### src/verilog/aim_pkg.sv
// Purpose: constants for the adc input mix configuration block
// Assumes: registers reached by 7-bit address, 8-bit data
// Notes: register map and field positions below
package aim_pkg;
	// ---------------------------------------------------------------
	// register map
	// ---------------------------------------------------------------
	localparam int ADDR_W = 7;
	localparam logic [ADDR_W-1:0] OFS_MIC3_MIX = 7'h12;
	localparam logic [ADDR_W-1:0] OFS_LINE1_MIX = 7'h13;
	localparam logic [7:0] RST_MIC3_MIX = 8'hff;
	localparam logic [7:0] RST_LINE1_MIX = 8'h78;
	localparam logic [7:0] RD_UNMAPPED = 8'h00;
	// ---------------------------------------------------------------
	// field positions
	// ---------------------------------------------------------------
	localparam int LMIC_LSB = 4;
	localparam int RMIC_LSB = 0;
	localparam int LINE_DIFF_BIT = 7;
	localparam int LINE_LVL_LSB = 3;
	localparam int PWR_BIT = 2;
	localparam int STEP_LSB = 0;
	localparam logic [3:0] LVL_OFF = 4'hf;
	localparam int GAIN_W = 7;
	localparam logic [GAIN_W-1:0] GAIN_RST = 7'h00;
	typedef enum logic [1:0] {
		AIM_STEP_EVERY = 2'b00,
		AIM_STEP_SECOND = 2'b01,
		AIM_STEP_OFF_A = 2'b10,
		AIM_STEP_OFF_B = 2'b11
	} aim_step_e;
endpackage

### src/verilog/aim_step_if.sv
// Purpose: carries stepping setup to the gain stepper and its result back
// Assumes: one clock domain
// Notes: none
`timescale 1ns/1ps
interface aim_step_if;
	import aim_pkg::*;
	logic [1:0] rate;
	logic tick;
	logic [GAIN_W-1:0] target;
	logic [GAIN_W-1:0] gain;
	modport ctrl (output rate, output tick, output target, input gain);
	modport stepper (input rate, input tick, input target, output gain);
endinterface

### src/verilog/aim_gain_stepper.sv
// Purpose: walks the applied left gain toward its target
// Assumes: tick is a one-cycle sample-rate strobe on the core clock
// Notes: one gain code per step, in either direction
`timescale 1ns/1ps
module aim_gain_stepper (
	// clock and reset
	input wire logic i_core_clk,
	input wire logic i_reset,
	// setup and result
	aim_step_if.stepper s
);
	import aim_pkg::*;

	logic [GAIN_W-1:0] gain_r, gain_nxt;
	logic skip_r, skip_nxt;

	// ---------------------------------------------------------------
	// next gain
	// ---------------------------------------------------------------
	always_comb begin
		gain_nxt = gain_r;
		skip_nxt = skip_r;
		unique case (aim_step_e'(s.rate))
			AIM_STEP_EVERY: begin
				skip_nxt = 1'b0;
				if (s.tick && gain_r != s.target) begin
					gain_nxt = (gain_r < s.target) ? gain_r + 7'h01
						: gain_r - 7'h01;
				end
			end
			AIM_STEP_SECOND: begin
				if (s.tick) begin
					skip_nxt = ~skip_r;
					if (!skip_r && gain_r != s.target) begin
						gain_nxt = (gain_r < s.target) ? gain_r + 7'h01
							: gain_r - 7'h01;
					end
				end
			end
			AIM_STEP_OFF_A, AIM_STEP_OFF_B: begin
				skip_nxt = 1'b0;
				gain_nxt = s.target;
			end
		endcase
	end

	always_ff @(posedge i_core_clk or posedge i_reset) begin
		if (i_reset) begin
			gain_r <= GAIN_RST;
			skip_r <= 1'b0;
		end else begin
			gain_r <= gain_nxt;
			skip_r <= skip_nxt;
		end
	end

	assign s.gain = gain_r;
endmodule

### src/verilog/aim_mix_config.sv
// Purpose: record-path mix and left adc setup registers
// Assumes: access port and sample tick come from core-clock logic
// Notes: reserved level codes are stored as written
`timescale 1ns/1ps
module aim_mix_config (
	// clock and reset
	input wire logic i_core_clk,
	input wire logic i_reset,
	// register access port
	input wire logic i_wr_en,
	input wire logic i_rd_en,
	input wire logic [aim_pkg::ADDR_W-1:0] i_addr,
	input wire logic [7:0] i_wr_data,
	output logic [7:0] o_rd_data,
	// left gain setup from the gain register, sample strobe
	input wire logic [aim_pkg::GAIN_W-1:0] i_left_gain_target,
	input wire logic i_sample_tick,
	// settings to the analog mixers
	output logic [3:0] o_third_mic_left_input_level,
	output logic o_third_mic_left_input_connect,
	output logic [3:0] o_third_mic_right_input_level,
	output logic o_third_mic_right_input_connect,
	output logic o_first_line_left_input_diff,
	output logic [3:0] o_first_line_left_input_level,
	output logic o_first_line_left_input_connect,
	output logic o_left_adc_power_up,
	output logic [aim_pkg::GAIN_W-1:0] o_left_gain_applied
);
	import aim_pkg::*;

	logic [7:0] mic3_mix_r, mic3_mix_nxt;
	logic [7:0] line1_mix_r, line1_mix_nxt;
	logic [7:0] rd_data_r, rd_data_nxt;
	logic lmic_con_r, rmic_con_r, line1_con_r;
	logic lmic_con_nxt, rmic_con_nxt, line1_con_nxt;

	aim_step_if step ();

	// ---------------------------------------------------------------
	// register writes and read port
	// ---------------------------------------------------------------
	// host owns reserved codes; storing them unchanged keeps readback honest
	always_comb begin
		mic3_mix_nxt = mic3_mix_r;
		line1_mix_nxt = line1_mix_r;
		if (i_wr_en && i_addr == OFS_MIC3_MIX) begin
			mic3_mix_nxt = i_wr_data;
		end
		if (i_wr_en && i_addr == OFS_LINE1_MIX) begin
			line1_mix_nxt = i_wr_data;
		end
		rd_data_nxt = rd_data_r;
		if (i_rd_en) begin
			unique case (i_addr)
				OFS_MIC3_MIX: rd_data_nxt = mic3_mix_r;
				OFS_LINE1_MIX: rd_data_nxt = line1_mix_r;
				default: rd_data_nxt = RD_UNMAPPED;
			endcase
		end
		lmic_con_nxt = mic3_mix_nxt[LMIC_LSB+:4] != LVL_OFF;
		rmic_con_nxt = mic3_mix_nxt[RMIC_LSB+:4] != LVL_OFF;
		line1_con_nxt = line1_mix_nxt[LINE_LVL_LSB+:4] != LVL_OFF;
	end

	always_ff @(posedge i_core_clk or posedge i_reset) begin
		if (i_reset) begin
			mic3_mix_r <= RST_MIC3_MIX;
			line1_mix_r <= RST_LINE1_MIX;
			rd_data_r <= RD_UNMAPPED;
			lmic_con_r <= 1'b0;
			rmic_con_r <= 1'b0;
			line1_con_r <= 1'b0;
		end else begin
			mic3_mix_r <= mic3_mix_nxt;
			line1_mix_r <= line1_mix_nxt;
			rd_data_r <= rd_data_nxt;
			lmic_con_r <= lmic_con_nxt;
			rmic_con_r <= rmic_con_nxt;
			line1_con_r <= line1_con_nxt;
		end
	end

	// ---------------------------------------------------------------
	// outputs
	// ---------------------------------------------------------------
	assign o_rd_data = rd_data_r;
	assign o_third_mic_left_input_level = mic3_mix_r[LMIC_LSB+:4];
	assign o_third_mic_right_input_level = mic3_mix_r[RMIC_LSB+:4];
	assign o_third_mic_left_input_connect = lmic_con_r;
	assign o_third_mic_right_input_connect = rmic_con_r;
	assign o_first_line_left_input_diff = line1_mix_r[LINE_DIFF_BIT];
	assign o_first_line_left_input_level = line1_mix_r[LINE_LVL_LSB+:4];
	assign o_first_line_left_input_connect = line1_con_r;
	assign o_left_adc_power_up = line1_mix_r[PWR_BIT];

	// ---------------------------------------------------------------
	// left gain stepping
	// ---------------------------------------------------------------
	assign step.rate = line1_mix_r[STEP_LSB+:2];
	assign step.tick = i_sample_tick;
	assign step.target = i_left_gain_target;
	assign o_left_gain_applied = step.gain;

	aim_gain_stepper u_stepper (
		.i_core_clk(i_core_clk),
		.i_reset(i_reset),
		.s(step.stepper)
	);
endmodule

### config.mk
export PLATFORM = sky130hd
export DESIGN_NAME = aim_mix_config
export DESIGN_NICKNAME = d
export VERILOG_FILES = /design/src/verilog/aim_pkg.sv /design/src/verilog/aim_step_if.sv /design/src/verilog/aim_gain_stepper.sv /design/src/verilog/aim_mix_config.sv
export SDC_FILE = /design/constraint.sdc
export NUM_CORES = 1
export LEC_CHECK = 0
export BUFFER_PORTS_ARGS = -buffer_cell sky130_fd_sc_hd__buf_2
export CORE_MARGIN = 2
export CORE_UTILIZATION = 34
export DETAILED_ROUTE_END_ITERATION = 12
export HOLD_SLACK_MARGIN = 0.05
export RECOVER_POWER = 50
export SLEW_MARGIN = 20
export SYNTH_ARGS = -nofsm -noshare
export SYNTH_HDL_FRONTEND = slang
export SYNTH_SLANG_ARGS = --single-unit
### constraint.sdc
create_clock -name i_core_clk -period 7.09 [get_ports i_core_clk]
set_clock_uncertainty 0.1 [all_clocks]
set_input_delay 0.709 -clock i_core_clk [delete_from_list [all_inputs] [get_ports i_core_clk]]
set_output_delay 0.709 -clock i_core_clk [all_outputs]
set_load 0.005 [all_outputs]
==> qor_table.md, run 1 <==
| Quantity | Value | Unit |
|---|---|---|
| Outcome | finished with violations | - |
| Violated checks | max-capacitance violations, max-slew violations | - |
| Critical Path Slowest Stage Cell | sky130_fd_sc_hd__fa_1 | - |
| Post-synth EDFFs | 0 | - |
| Number of endpoints failing setup at the final stage | 0 | - |
| Endpoint of the most critical setup path | u_stepper.s.gain[6]$_DFFE_PP0P_ | - |
| Data required, critical path | 7160 | ps |
| Multiplexer share of the synthesized area | 15.5 | % |
| Setup slack of the worst register-to-register path | 3850 | ps |
| Worst-skew pair later-pin latency | 290 | ps |
| Post-synthesis cell count | 175 | - |
| Final Routed Wirelength | 4.26 | mm |
| I/O pins | 59 | - |
| Number of instances in the placed design | 296 | - |
| Leading cell type in the layout, fill and taps excluded | sky130_fd_sc_hd__buf_2 | - |
| Routed via count divided by cell count | 4.70 | - |
| Type of the tightest min-delay check | reg -> reg | - |
| Standard-cell row count | 27 | - |
| Fraction of final layout cells sized beyond drive strength 1 | 43.1 | % |
| Routed wire per std cell | 14.0 | microns |
| R2r worst-path depth | 11 | - |
| Start-to-end type of the worst setup path | in -> reg | - |
| Most repeated library cell on the critical path | sky130_fd_sc_hd__a211oi_1 | - |
| Synth Flop Type | sky130_fd_sc_hd__dfrtp_1 | - |
| Drc violations | 0 | - |
| Number of warnings printed during yosys synthesis | 0 | - |
| Die height | 79.9 | microns |
| Dominant combinational cell family by area after synthesis | multiplexers | - |
| Syn nets | 215 | - |
| Pin count of the biggest net entering global routing | 36 | - |
| Cell-by-cell listing of the critical path | buf_2 -> inv_1 -> ha_1 -> a211oi_1 -> nor2_1 -> or3_1 -> fa_1 -> a211oi_1 -> o21bai_1 -> a21oi_1 -> xnor2_1 -> mux2i_1 -> nand2_1 | - |
| Transition at the pin with the smallest max-transition slack | 1860 | ps |
| Unique masters post-synth | 35 | - |
| Post-Synth Simple-Gate Area | 11.2 | % |
| Aggregate negative setup slack | 0 | ps |
| Htree depth | 2 | - |
| HP Start | o_rd_data[4]$_DFFE_PP0P_ | - |
| Clock tree root driver cell | sky130_fd_sc_hd__clkbuf_8 | - |
| Crit path launch | i_left_gain_target[4] | - |
| DPL Wire Length | 3.15 | mm |
| Syn-to-layout area delta | 21.5 | % |
| Delay of the slowest cell on the worst path | 480 | ps |
| Vias in the first global route | 1477 | - |
| Max IR drop VDD | 0.121 | mV |
| Flops & latches, synth | 35 | - |
| Startpoint of the worst-slack reg-to-reg timing path | u_stepper.s.gain[4]$_DFFE_PP0P_ | - |
| Achievable Freq | 297 | MHz |
| First-pass GRT wire length | 7.25 | mm |
| Global-route congestion overflow total | 0 | - |
| Clock tree from TritonCTS | done | - |
| Synthesized-area fraction occupied by ao, oa, aoi and oai cells | 10.2 | % |
| Worst-case clock buffer depth | 2 | - |
| Critical Path Start Type | input port | - |
| Unrepaired setup endpoints after global routing | no | - |
| Critical-path maximum fanout | 7 | - |
| Max Cap Viol | 1 | - |
| Hold buffers post-CTS | 0 | - |
| Number of antenna violations at the first check in global routing | 0 | - |
| Commonest cells after routing, fill and taps aside | 53 x sky130_fd_sc_hd__buf_2, 23 x sky130_fd_sc_hd__dfrtp_1, 22 x sky130_fd_sc_hd__mux2_2 | - |
| Average cell area after synthesis | 11.2 | sq um |
| Overall routing resource usage | 14.7 | % |
| Max-slew violation count | 36 | - |
| Power density relative to cell area | 334 | nW/um^2 |
| Detailed Routing Iterations Pass 1 | 4 | - |
| Gates resized, CTS repair | 0 | - |
| Gpl congestion | 0.791 | - |
| Chip Width | 79.9 | microns |
| Crit path arrival time | 3440 | ps |
| Final hold violations | 0 | - |
| Number of setup buffers added after CTS | 0 | - |
| Number of filler cells placed in the layout | 582 | - |
| DRT iter0 DRCs | 41 | - |
| Final Net Count | 271 | - |
| Worst-case headroom to the max-slew limit | -23.8 | % |
| Min Clock Period, post-route | 3370 | ps |
| Starting density of the core | 35.3 | % |
| Total of buffers placed on input and output ports | 58 | - |
| Number of buffers created by CTS | 5 | - |
| End of the worst register-to-register path | u_stepper.s.gain[6]$_DFFE_PP0P_ | - |
| Core outline area | 5540 | sq um |
| Floorplan die area | 6380 | sq um |
| Post-layout instance count excluding filler cells | 304 | - |
| XOR/XNOR Fraction of Synth Area | 2.68 | % |
| Count of antenna-violating nets left after detailed routing | 0 | - |
| Post-synthesis instance area | 1960 | sq um |
| Synthesized-area fraction occupied by adder cells | 8.69 | % |
| Number of vias in the routed layout | 1428 | - |
| Clock sinks | 35 | - |
| Antenna diode count | 0 | - |
| Clock slew seen by the registers of the worst setup and hold paths | 70 | ps |
| Kind of end point of the critical path | flip-flop | - |
| Final cycle utilization of the critical path | 47.5 | % |
| Part of the Yosys area used for sequential elements | 45.5 | % |
| Static leakage | 1.17 | nW |
| Share of flip-flops with an asynchronous set or reset after synthesis | 100 | % |
[power by group]
group          internal (mW)  switching (mW)  total (mW)
logic                  0.168           0.177       0.345
clock network          0.105          0.0747       0.179
registers              0.235          0.0344       0.269
total                  0.507           0.287       0.793
[flip-flops by register name, indices dropped and copies added (netlist names)]
register	flops
line1_mix_r	8
mic3_mix_r	8
o_rd_data	8
u_stepper.s.gain	7
o_first_line_left_input_connect	1
o_third_mic_left_input_connect	1
o_third_mic_right_input_connect	1
u_stepper.skip_r	1
[per-layer routing]
layer	share of wire [%]	GRT usage [%]	vias up
met5	0	0	-
met4	1.6	5.08	0
met1	48	20.6	663
li1	-	-	727
met2	45	21.9	31
met3	5.3	3.73	7
[cell families after synthesis]
| kind of cell | after synthesis |
|---|---|
| simple gates | 34 |
| compound gates | 33 |
| fa+ha+maj | 13 |
| mux | 27 |
| buf+inv | 27 |
| flops | 35 |
| xor+xnor | 6 |
[area by class of cell]
cell class | instances | area (sq um) | share of cell area [%]
clock buffer | 5 | 68.8 | 2.89
clock inverter | 3 | 43.8 | 1.84
inverter | 17 | 65.1 | 2.74
multi-input combinational | 113 | 932 | 39.2
sequential | 35 | 891 | 37.5
tap | 72 | 90.1 | 3.79
timing repair buffer | 59 | 288 | 12.1
[stage by stage]
stage / area (sq um) / setup WS, ps / total power [mW] / util [%] / hold slack [ps]
global placement: 2290 / 3560 / 0.610 / 41.4 / 415
CTS: 2400 / 3750 / 0.806 / 43.4 / 423
global route: 2380 / 3530 / 0.870 / 42.9 / 458
floorplan: 1960 / 3770 / 0.525 / - / 411
finish: 2380 / 3720 / 0.793 / 42.9 / 422
detailed placement: 2290 / 3500 / 0.619 / 41.4 / 418
[how the worst min path moves through the flow]
stage,end,depth (start not counted),slack (ps)
after global routing,line1_mix_r[7]$_DFFE_PP0P_,1,460
final,o_rd_data[4]$_DFFE_PP0P_,2,420
after CTS,o_third_mic_left_input_connect$_DFF_PP0_,3,420
after floorplan,line1_mix_r[0]$_DFFE_PP0P_,1,410
after global placement,o_rd_data[6]$_DFFE_PP0P_,2,410
after detailed placement,o_rd_data[4]$_DFFE_PP0P_,2,420
[worst max-delay path: cells and delay by family]
kind / cells / cell delay, ps
compound gates: 4 / 870
xor+xnor: 1 / 160
fa+ha+maj: 2 / 780
buf+inv: 2 / 120
mux: 1 / 200
simple gates: 3 / 600
[cells in the mapped netlist (5+ instances only)]
cell type / n / area share, %
sky130_fd_sc_hd__mux2_2: 22 / 13
sky130_fd_sc_hd__nand2_1: 15 / 2.9
sky130_fd_sc_hd__ha_1: 12 / 7.7
sky130_fd_sc_hd__dfstp_2: 12 / 16
sky130_fd_sc_hd__dfrtp_1: 23 / 29
sky130_fd_sc_hd__o22ai_1: 8 / 2.6
sky130_fd_sc_hd__a211oi_1: 5 / 1.9
sky130_fd_sc_hd__inv_1: 16 / 3.1
sky130_fd_sc_hd__a21oi_1: 8 / 2.0
sky130_fd_sc_hd__o21ai_0: 7 / 1.8
Note: power is estimated with default switching activity, not from simulation.
==> inputs of run 2 (changes only) <==
ABC_AREA = 1   (was unset)
clock period = 3.19 ns   (was 7.09 ns; I/O delays follow)
==> run 2 against run 1 <==
  * Final area increased by 6.0%
  * Critical path type is now reg -> reg
  * The flow still finishes with violations (max-capacitance violations, max-slew violations)
  * Clock power increased by 130%
  * Hold slack got worse by 250 ps
  * Cell count increased by 30%
==> qor_table.md, run 2 <==
| Quantity | Value | Unit | vs previous |
|---|---|---|---|
| Worst-case headroom to the max-slew limit | -28.4 | % | was -23.8% |
| I/O pins | 59 | - | unchanged |
| Number of vias in the routed layout | 1843 | - | was 1428 |
| Vias in the first global route | 1653 | - | was 1477 |
| Share of flip-flops with an asynchronous set or reset after synthesis | 100 | % | unchanged |
| Clock sinks | 35 | - | unchanged |
| Routed via count divided by cell count | 4.65 | - | was 4.70 |
| Post-synthesis instance area | 2090 | sq um | was 1960 sq um |
| Final hold violations | 0 | - | unchanged |
| Post-synthesis cell count | 262 | - | was 175 |
| Data required, critical path | 3260 | ps | was 7160 ps |
| Total of buffers placed on input and output ports | 58 | - | unchanged |
| Htree depth | 2 | - | unchanged |
| Clock slew seen by the registers of the worst setup and hold paths | 80 | ps | was 70 ps |
| Overall routing resource usage | 14.8 | % | was 14.7% |
| Worst-case clock buffer depth | 2 | - | unchanged |
| Commonest cells after routing, fill and taps aside | 66 x sky130_fd_sc_hd__nand2_1, 51 x sky130_fd_sc_hd__buf_2, 48 x sky130_fd_sc_hd__inv_1 | - | was 53 x sky130_fd_sc_hd__buf_2, 23 x sky130_fd_sc_hd__dfrtp_1, 22 x sky130_fd_sc_hd__mux2_2 |
| Outcome | finished with violations | - | unchanged |
| Global-route congestion overflow total | 0 | - | unchanged |
| Flops & latches, synth | 35 | - | unchanged |
| Leading cell type in the layout, fill and taps excluded | sky130_fd_sc_hd__nand2_1 | - | was sky130_fd_sc_hd__buf_2 |
| Clock tree from TritonCTS | done | - | unchanged |
| Floorplan die area | 6800 | sq um | was 6380 sq um |
| Clock tree root driver cell | sky130_fd_sc_hd__clkbuf_8 | - | unchanged |
| Aggregate negative setup slack | 0 | ps | unchanged |
| Portion of synthesized cell area occupied by the leading cell type | 27.5 | % | was 29.4% |
| Number of buffers created by CTS | 5 | - | unchanged |
| Critical-path maximum fanout | 8 | - | was 7 |
| Fraction of final layout cells sized beyond drive strength 1 | 24.9 | % | was 43.1% |
| Drc violations | 0 | - | unchanged |
| Kind of end point of the critical path | flip-flop | - | unchanged |
| Syn nets | 302 | - | was 215 |
| Achievable Freq | 364 | MHz |  |
| Transition at the pin with the smallest max-transition slack | 1930 | ps | was 1860 ps |
| Gates resized, CTS repair | 0 | - | unchanged |
| Min Clock Period, post-route | 2740 | ps |  |
| Most common cell in the synthesized netlist | sky130_fd_sc_hd__nand2_1 | - | was sky130_fd_sc_hd__dfrtp_1 |
| Number of filler cells placed in the layout | 626 | - | was 582 |
| Antenna diode count | 0 | - | unchanged |
| Final Routed Wirelength | 4.76 | mm | was 4.26 mm |
| Static leakage | 1.34 | nW | was 1.17 nW |
| Unique masters post-synth | 31 | - | was 35 |
| Number of antenna violations at the first check in global routing | 0 | - | unchanged |
| Synth Flop Type | sky130_fd_sc_hd__dfrtp_1 | - | unchanged |
| Unrepaired setup endpoints after global routing | no | - | unchanged |
| Final Net Count | 360 | - | was 271 |
| Chip Width | 82.5 | microns | was 79.9 microns |
| Most numerous cell types in the synthesized netlist | 66 x sky130_fd_sc_hd__nand2_1, 48 x sky130_fd_sc_hd__inv_1, 23 x sky130_fd_sc_hd__dfrtp_1, 18 x sky130_fd_sc_hd__nand3_1, 14 x sky130_fd_sc_hd__nor2_1 | - | was 23 x sky130_fd_sc_hd__dfrtp_1, 22 x sky130_fd_sc_hd__mux2_2, 16 x sky130_fd_sc_hd__inv_1, 15 x sky130_fd_sc_hd__nand2_1 |
| Critical Path Start Type | flip-flop | - | was input port |
| Standard-cell row count | 28 | - | was 27 |
| DRT iter0 DRCs | 86 | - | was 41 |
| Detailed Routing Iterations Pass 1 | 4 | - | unchanged |
| Final cycle utilization of the critical path | 86.0 | % |  |
| Core outline area | 5920 | sq um | was 5540 sq um |
| Largest cells by area after synthesis | sky130_fd_sc_hd__dfrtp_1 27%, sky130_fd_sc_hd__dfstp_2 15%, sky130_fd_sc_hd__nand2_1 12% | - | was sky130_fd_sc_hd__dfrtp_1 29%, sky130_fd_sc_hd__dfstp_2 16%, sky130_fd_sc_hd__mux2_2 13% |
| Average cell area after synthesis | 7.99 | sq um | was 11.2 sq um |
| Pin count of the biggest net entering global routing | 36 | - | unchanged |
| Syn-to-layout area delta | 20.4 | % | was 21.5% |
| Max Cap Viol | 1 | - | unchanged |
| Type of the tightest min-delay check | in -> reg | - | was reg -> reg |
| Crit path arrival time | 2820 | ps | was 3440 ps |
| Post-synth top area cell | sky130_fd_sc_hd__dfrtp_1 | - | unchanged |
| Die height | 82.5 | microns | was 79.9 microns |
| Starting density of the core | 35.4 | % | was 35.3% |
| Power density relative to cell area | 480 | nW/um^2 | was 334 nW/um^2 |
| Post-synth EDFFs | 0 | - | unchanged |
| Number of warnings printed during yosys synthesis | 0 | - | unchanged |
| First-pass GRT wire length | 7.62 | mm | was 7.25 mm |
| Worst-skew pair later-pin latency | 290 | ps | about the same |
| Gpl congestion | 0.824 | - | was 0.791 |
| Max-slew violation count | 36 | - | unchanged |
| Number of endpoints failing setup at the final stage | 0 | - | unchanged |
| Final total power | 1.21 | mW | was 793 uW |
| DPL Wire Length | 3.65 | mm | was 3.15 mm |
| Routed wire per std cell | 12.0 | microns | was 14.0 microns |
| Start-to-end type of the worst setup path | reg -> reg | - | was in -> reg |
| Count of antenna-violating nets left after detailed routing | 0 | - | unchanged |
| Violated checks | max-capacitance violations, max-slew violations | - | unchanged |
| Max IR drop VDD | 0.278 | mV | was 0.121 mV |
| Part of the Yosys area used for sequential elements | 42.5 | % | was 45.5% |
-- run 2: changes by cell type after synthesis, moves of 3 or more --
cell,previous run,this run
sky130_fd_sc_hd__mux2i_1,3,0
sky130_fd_sc_hd__a31oi_1,0,4
sky130_fd_sc_hd__a211oi_1,5,0
sky130_fd_sc_hd__o21ai_1,0,6
sky130_fd_sc_hd__nand3_1,1,18
sky130_fd_sc_hd__mux2_2,22,0
sky130_fd_sc_hd__nand2_1,15,66
sky130_fd_sc_hd__o211ai_1,1,4
sky130_fd_sc_hd__inv_1,16,48
sky130_fd_sc_hd__inv_2,0,3
sky130_fd_sc_hd__nor2_1,4,14
sky130_fd_sc_hd__o22ai_1,8,4
-- run 2: worst max-delay path: stages (launching register included) --
cell and delay [ps]:
sky130_fd_sc_hd__dfrtp_1 430, sky130_fd_sc_hd__ha_1 310, sky130_fd_sc_hd__nand2_1 90, sky130_fd_sc_hd__inv_1 40, sky130_fd_sc_hd__a21oi_1 230, sky130_fd_sc_hd__nand2_1 250, sky130_fd_sc_hd__ha_1 430, sky130_fd_sc_hd__nand2_1 80
sky130_fd_sc_hd__o21ai_0 310, sky130_fd_sc_hd__nand2_1 90, sky130_fd_sc_hd__nand2_1 70, sky130_fd_sc_hd__nand3_1 70, sky130_fd_sc_hd__nand3_1 80, sky130_fd_sc_hd__nand2_1 50
-- run 2: layer usage --
layer | share of wire [%] | wire length [microns] | vias up | GRT usage (%)
met1 | 45 | 2160 | 831 | 18.9
met4 | 1.1 | 53 | 0 | 4.83
li1 | - | - | 946 | -
met3 | 5.3 | 254 | 8 | 3.26
met5 | 0 | 0 | - | 0
met2 | 48 | 2290 | 58 | 24.9
-- run 2: path summary, 6_finish.rpt --
| check | startpoint | end | slack (ps) | cells after the start |
|---|---|---|---|---|
| max in group asynchronous | i_reset | o_rd_data[6]$_DFFE_PP0P_ | 720 | 4 |
| hold / removal | i_wr_data[2] | mic3_mix_r[2]$_DFF_PP1_ | 170 | 3 |
| setup / recovery | u_stepper.s.gain[6]$_DFFE_PP0P_ | u_stepper.s.gain[6]$_DFFE_PP0P_ | 450 | 13 |
| hold reg to reg | o_rd_data[1]$_DFFE_PP0P_ | o_rd_data[1]$_DFFE_PP0P_ | 380 | 2 |
| setup reg to reg | u_stepper.s.gain[6]$_DFFE_PP0P_ | u_stepper.s.gain[6]$_DFFE_PP0P_ | 450 | 13 |
| min in group asynchronous | i_reset | o_rd_data[1]$_DFFE_PP0P_ | 1160 | 4 |
-- run 2: area by class of cell --
cell class / count / area [sq um] / area share [%]
Multi-Input combinational cell: 167 / 940 / 37.3
Sequential cell: 35 / 891 / 35.3
Timing Repair Buffer: 60 / 295 / 11.7
Inverter: 51 / 191 / 7.59
Tap cell: 75 / 93.8 / 3.72
Clock buffer: 6 / 72.6 / 2.88
Clock inverter: 2 / 37.5 / 1.49
-- run 2: logic make-up (layout without fill, tap and decap cells) --
group,after synthesis,after routing,synth area share [%]
compound gates,38,38,10.3
flops,35,35,42.5
xor+xnor,4,4,1.67
fa+ha+maj,13,13,8.12
mux,1,1,0.717
buf+inv,60,119,12.2
simple gates,111,111,24.4
-- run 2: metrics by stage --
stage / instance area, sq um / utilization, % / hold WS, ps / setup WS (ps) / instances
finish: 2520 / 42.6 / 173 / 446 / 396
global route: 2520 / 42.6 / 185 / 201 / 396
CTS: 2540 / 42.9 / 167 / 481 / 396
detailed placement: 2420 / 40.9 / 356 / 466 / 387
global placement: 2420 / 40.9 / 352 / 589 / 387
floorplan: 2090 / - / 352 / 759 / 262
-- run 2: what timing repair did --
action                    CTS  global route
hold endpoints to repair   17             0
hold buffers                1             0
buffers inserted            0             0
-- run 2: power by group --
part	total (mW)	internal (mW)	switching, mW
logic	0.283	0.118	0.165
registers	0.522	0.491	0.0313
clock network	0.404	0.233	0.171
total	1.21	0.843	0.367
==> inputs of run 3 (changes only) <==
PLACE_DENSITY = 0.59   (was unset)
==> run 3 against run 2 <==
  * Via count is 1.1% lower
  * Sequential power hardly changed
  * Global-route usage is 0.32 points higher
  * Worst setup slack better by 34 ps
  * Largest power group unchanged
  * Register-to-register slack better by 30 ps
  * The run now ends clean
  * Cell count stayed put
  * Die area stayed put
  * Flip-flop and latch count stayed put
  * Fmax is 1.3% higher
==> qor_table.md, run 3 (synthesis results as in run 2) <==
| Quantity | Value | Unit | vs previous |
|---|---|---|---|
| Outcome | completed | - | was finished with violations |
| Vias in the first global route | 1732 | - | was 1653 |
| Die height | 82.5 | microns | unchanged |
| Aggregate negative setup slack | 0 | ps | unchanged |
| Antenna diode count | 0 | - | unchanged |
| Area after detailed placement | 2420 | sq um | unchanged |
| Power Internal | 842 | uW | was 843 uW |
| Syn-to-layout area delta | 18.3 | % | was 20.4% |
| Sequential Area | 891 | sq um | unchanged |
| Footprint of the multi-input gates | 897 | sq um | was 940 sq um |
| Worst hold margin | 171 | ps | was 173 ps |
| End of the worst register-to-register path | u_stepper.s.gain[6]$_DFFE_PP0P_ | - | unchanged |
| Power density relative to cell area | 489 | nW/um^2 | was 480 nW/um^2 |
| Final Net Count | 360 | - | unchanged |
| Pin count of the biggest net entering global routing | 30 | - | was 36 |
| Kind of end point of the critical path | flip-flop | - | unchanged |
| Max-slew violation count | 0 | - | was 36 |
| R2r worst-path depth | 13 | - | unchanged |
| First-pass GRT wire length | 7.85 | mm | was 7.62 mm |
| Global-route congestion overflow total | 0 | - | unchanged |
| Worst-skew pair later-pin latency | 280 | ps | was 290 ps |
| Clock slew seen by the registers of the worst setup and hold paths | 80 | ps | about the same |
| Commonest cells after routing, fill and taps aside | 67 x sky130_fd_sc_hd__nand2_1, 49 x sky130_fd_sc_hd__inv_1, 43 x sky130_fd_sc_hd__buf_2 | - | was 66 x sky130_fd_sc_hd__nand2_1, 51 x sky130_fd_sc_hd__buf_2, 48 x sky130_fd_sc_hd__inv_1 |
| Clock sinks | 35 | - | unchanged |
| Start-to-end type of the worst setup path | reg -> reg | - | unchanged |
| Final cycle utilization of the critical path | 84.9 | % | was 86.0% |
| Number of antenna violations at the first check in global routing | 0 | - | unchanged |
| Critical Path Start Type | flip-flop | - | unchanged |
| Data required, critical path | 3270 | ps | was 3260 ps |
| Routed via count divided by cell count | 4.60 | - | was 4.65 |
| Total of buffers placed on input and output ports | 58 | - | unchanged |
| Transition at the pin with the smallest max-transition slack | 680 | ps | was 1930 ps |
| Psw | 370 | uW | was 367 uW |
| Gpl congestion | 0.814 | - | was 0.824 |
| Worst-case clock buffer depth | 2 | - | unchanged |
| Routed wire per std cell | 12.2 | microns | was 12.0 microns |
| Min Clock Period, post-route | 2710 | ps | was 2740 ps |
| Max Cap Viol | 0 | - | was 1 |
| Endpoint of the worst hold path | line1_mix_r[7]$_DFFE_PP0P_ | - | was mic3_mix_r[2]$_DFF_PP1_ |
| Count of antenna-violating nets left after detailed routing | 0 | - | unchanged |
| Number of endpoints failing setup at the final stage | 0 | - | unchanged |
| Achievable Freq | 369 | MHz | was 364 MHz |
| HP Start | i_wr_data[7] | - | was i_wr_data[2] |
| Clock tree from TritonCTS | done | - | unchanged |
| Non-Filler Cell Area, Final | 2480 | sq um | was 2520 sq um |
| Clock tree root driver cell | sky130_fd_sc_hd__clkbuf_8 | - | unchanged |
| Worst-case headroom to the max-slew limit | 54.5 | % | was -28.4% |
| Unrepaired setup endpoints after global routing | no | - | unchanged |
| Crit path arrival time | 2790 | ps | was 2820 ps |
| Drc violations | 0 | - | unchanged |
| DRT iter0 DRCs | 56 | - | was 86 |
| Htree depth | 2 | - | unchanged |
| Setup slack of the worst register-to-register path | 480 | ps | was 450 ps |
| Combinational Power Share | 22.9 | % | was 23.4% |
| Starting density of the core | 35.4 | % | unchanged |
| Standard-cell row count | 28 | - | unchanged |
| Number of vias in the routed layout | 1822 | - | was 1843 |
| Final Routed Wirelength | 4.81 | mm | was 4.76 mm |
| I/O pins | 59 | - | unchanged |
| Floorplan die area | 6800 | sq um | unchanged |
| Overall routing resource usage | 15.1 | % | was 14.8% |
| DPL Wire Length | 3.76 | mm | was 3.65 mm |
| Leading cell type in the layout, fill and taps excluded | sky130_fd_sc_hd__nand2_1 | - | unchanged |
| Number of buffers created by CTS | 5 | - | unchanged |
| Critical-path maximum fanout | 8 | - | unchanged |
| Core outline area | 5920 | sq um | unchanged |
| Clock network fraction of design power | 34.1 | % | was 33.4% |
| Detailed Routing Iterations Pass 1 | 4 | - | unchanged |
| Max IR drop VDD | 0.255 | mV | was 0.278 mV |
| Chip Width | 82.5 | microns | unchanged |
| Number of filler cells placed in the layout | 612 | - | was 626 |
| Cell count of the worst hold path | 2 | - | was 3 |
| Final hold violations | 0 | - | unchanged |
| Switch share | 30.5 | % | was 30.3% |
| Sequential share of power | 43.1 | % | was 43.2% |
| Static leakage | 1.32 | nW | was 1.34 nW |
| Type of the tightest min-delay check | in -> reg | - | unchanged |
| Startpoint of the worst-slack reg-to-reg timing path | u_stepper.s.gain[6]$_DFFE_PP0P_ | - | unchanged |
| Fraction of final layout cells sized beyond drive strength 1 | 21.2 | % | was 24.9% |
run 3: cell count changes in the layout (fill, tap and decap cells not counted), moves of 2 or more:
cell                       previous run  this run
sky130_fd_sc_hd__clkbuf_1             9        15
sky130_fd_sc_hd__nand3_4              2         0
sky130_fd_sc_hd__o21ai_1              6         1
sky130_fd_sc_hd__buf_2               51        43
sky130_fd_sc_hd__o21ai_0              9        14
sky130_fd_sc_hd__nand3_1             18        20
run 3: worst max-delay path by stage:
stage	start	endpoint	slack, ps
final	u_stepper.s.gain[6]$_DFFE_PP0P_	u_stepper.s.gain[6]$_DFFE_PP0P_	480
after global routing	u_stepper.s.gain[6]$_DFFE_PP0P_	u_stepper.s.gain[6]$_DFFE_PP0P_	160
after CTS	u_stepper.s.gain[6]$_DFFE_PP0P_	u_stepper.s.gain[6]$_DFFE_PP0P_	510
after detailed placement	i_left_gain_target[6]	u_stepper.s.gain[6]$_DFFE_PP0P_	470
after global placement	i_left_gain_target[6]	u_stepper.s.gain[6]$_DFFE_PP0P_	580
after floorplan	u_stepper.s.gain[6]$_DFFE_PP0P_	u_stepper.s.gain[6]$_DFFE_PP0P_	760
run 3: layout make-up:
cell class	instances	area share (%)
clock buffers	5	2.78
multi-input cells	167	36.2
repair buffers	60	11.7
clock inverters	3	1.87
inverters	51	7.73
well taps	75	3.79
flip-flops and latches	35	36.0
run 3: layer usage:
metal | GRT usage, % | wire (microns) | up-vias
met3 | 3.70 | 284 | 6
li1 | - | - | 941
met4 | 5.83 | 71 | 0
met2 | 24.0 | 2320 | 43
met1 | 19.9 | 2140 | 832
met5 | 0 | 0 | -
run 3: worst max-delay path: stages, from the launching register on:
cell and delay, ps:
sky130_fd_sc_hd__dfrtp_1 430, sky130_fd_sc_hd__ha_1 300, sky130_fd_sc_hd__nand2_1 90, sky130_fd_sc_hd__inv_1 40, sky130_fd_sc_hd__a21oi_1 230, sky130_fd_sc_hd__nand2_1 250, sky130_fd_sc_hd__ha_1 450, sky130_fd_sc_hd__nand2_1 90
sky130_fd_sc_hd__o21ai_0 270, sky130_fd_sc_hd__nand2_1 100, sky130_fd_sc_hd__nand2_1 70, sky130_fd_sc_hd__nand3_1 70, sky130_fd_sc_hd__nand3_1 80, sky130_fd_sc_hd__nand2_1 50
run 3: power groups by stage:
| stage | clock network, mW | registers, mW | logic (mW) |
|---|---|---|---|
| floorplan | 0 | 0.526 | 0.194 |
| global placement | 0 | 0.530 | 0.284 |
| detailed placement | 0 | 0.530 | 0.287 |
| CTS | 0.429 | 0.523 | 0.289 |
| global route | 0.450 | 0.529 | 0.324 |
| finish | 0.413 | 0.522 | 0.277 |
run 3: metrics by stage:
step / setup slack [ps] / cells / util (%) / power, mW
4_1_cts: 509 / 396 / 43.0 / 1.24
5_1_grt: 165 / 396 / 41.8 / 1.30
6_report: 481 / 396 / 41.8 / 1.21
2_1_floorplan: 759 / 262 / - / 0.720
3_3_place_gp: 578 / 387 / 40.9 / 0.814
3_5_place_dp: 475 / 387 / 40.9 / 0.817
run 3: timing repair:
action | in CTS | in global routing
resized for setup | 0 | 0
hold endpoints to repair | 6 | 0
endpoints found under the setup margin | 0 | 0
hold buffers | 1 | 0
buffers inserted | 0 | 0
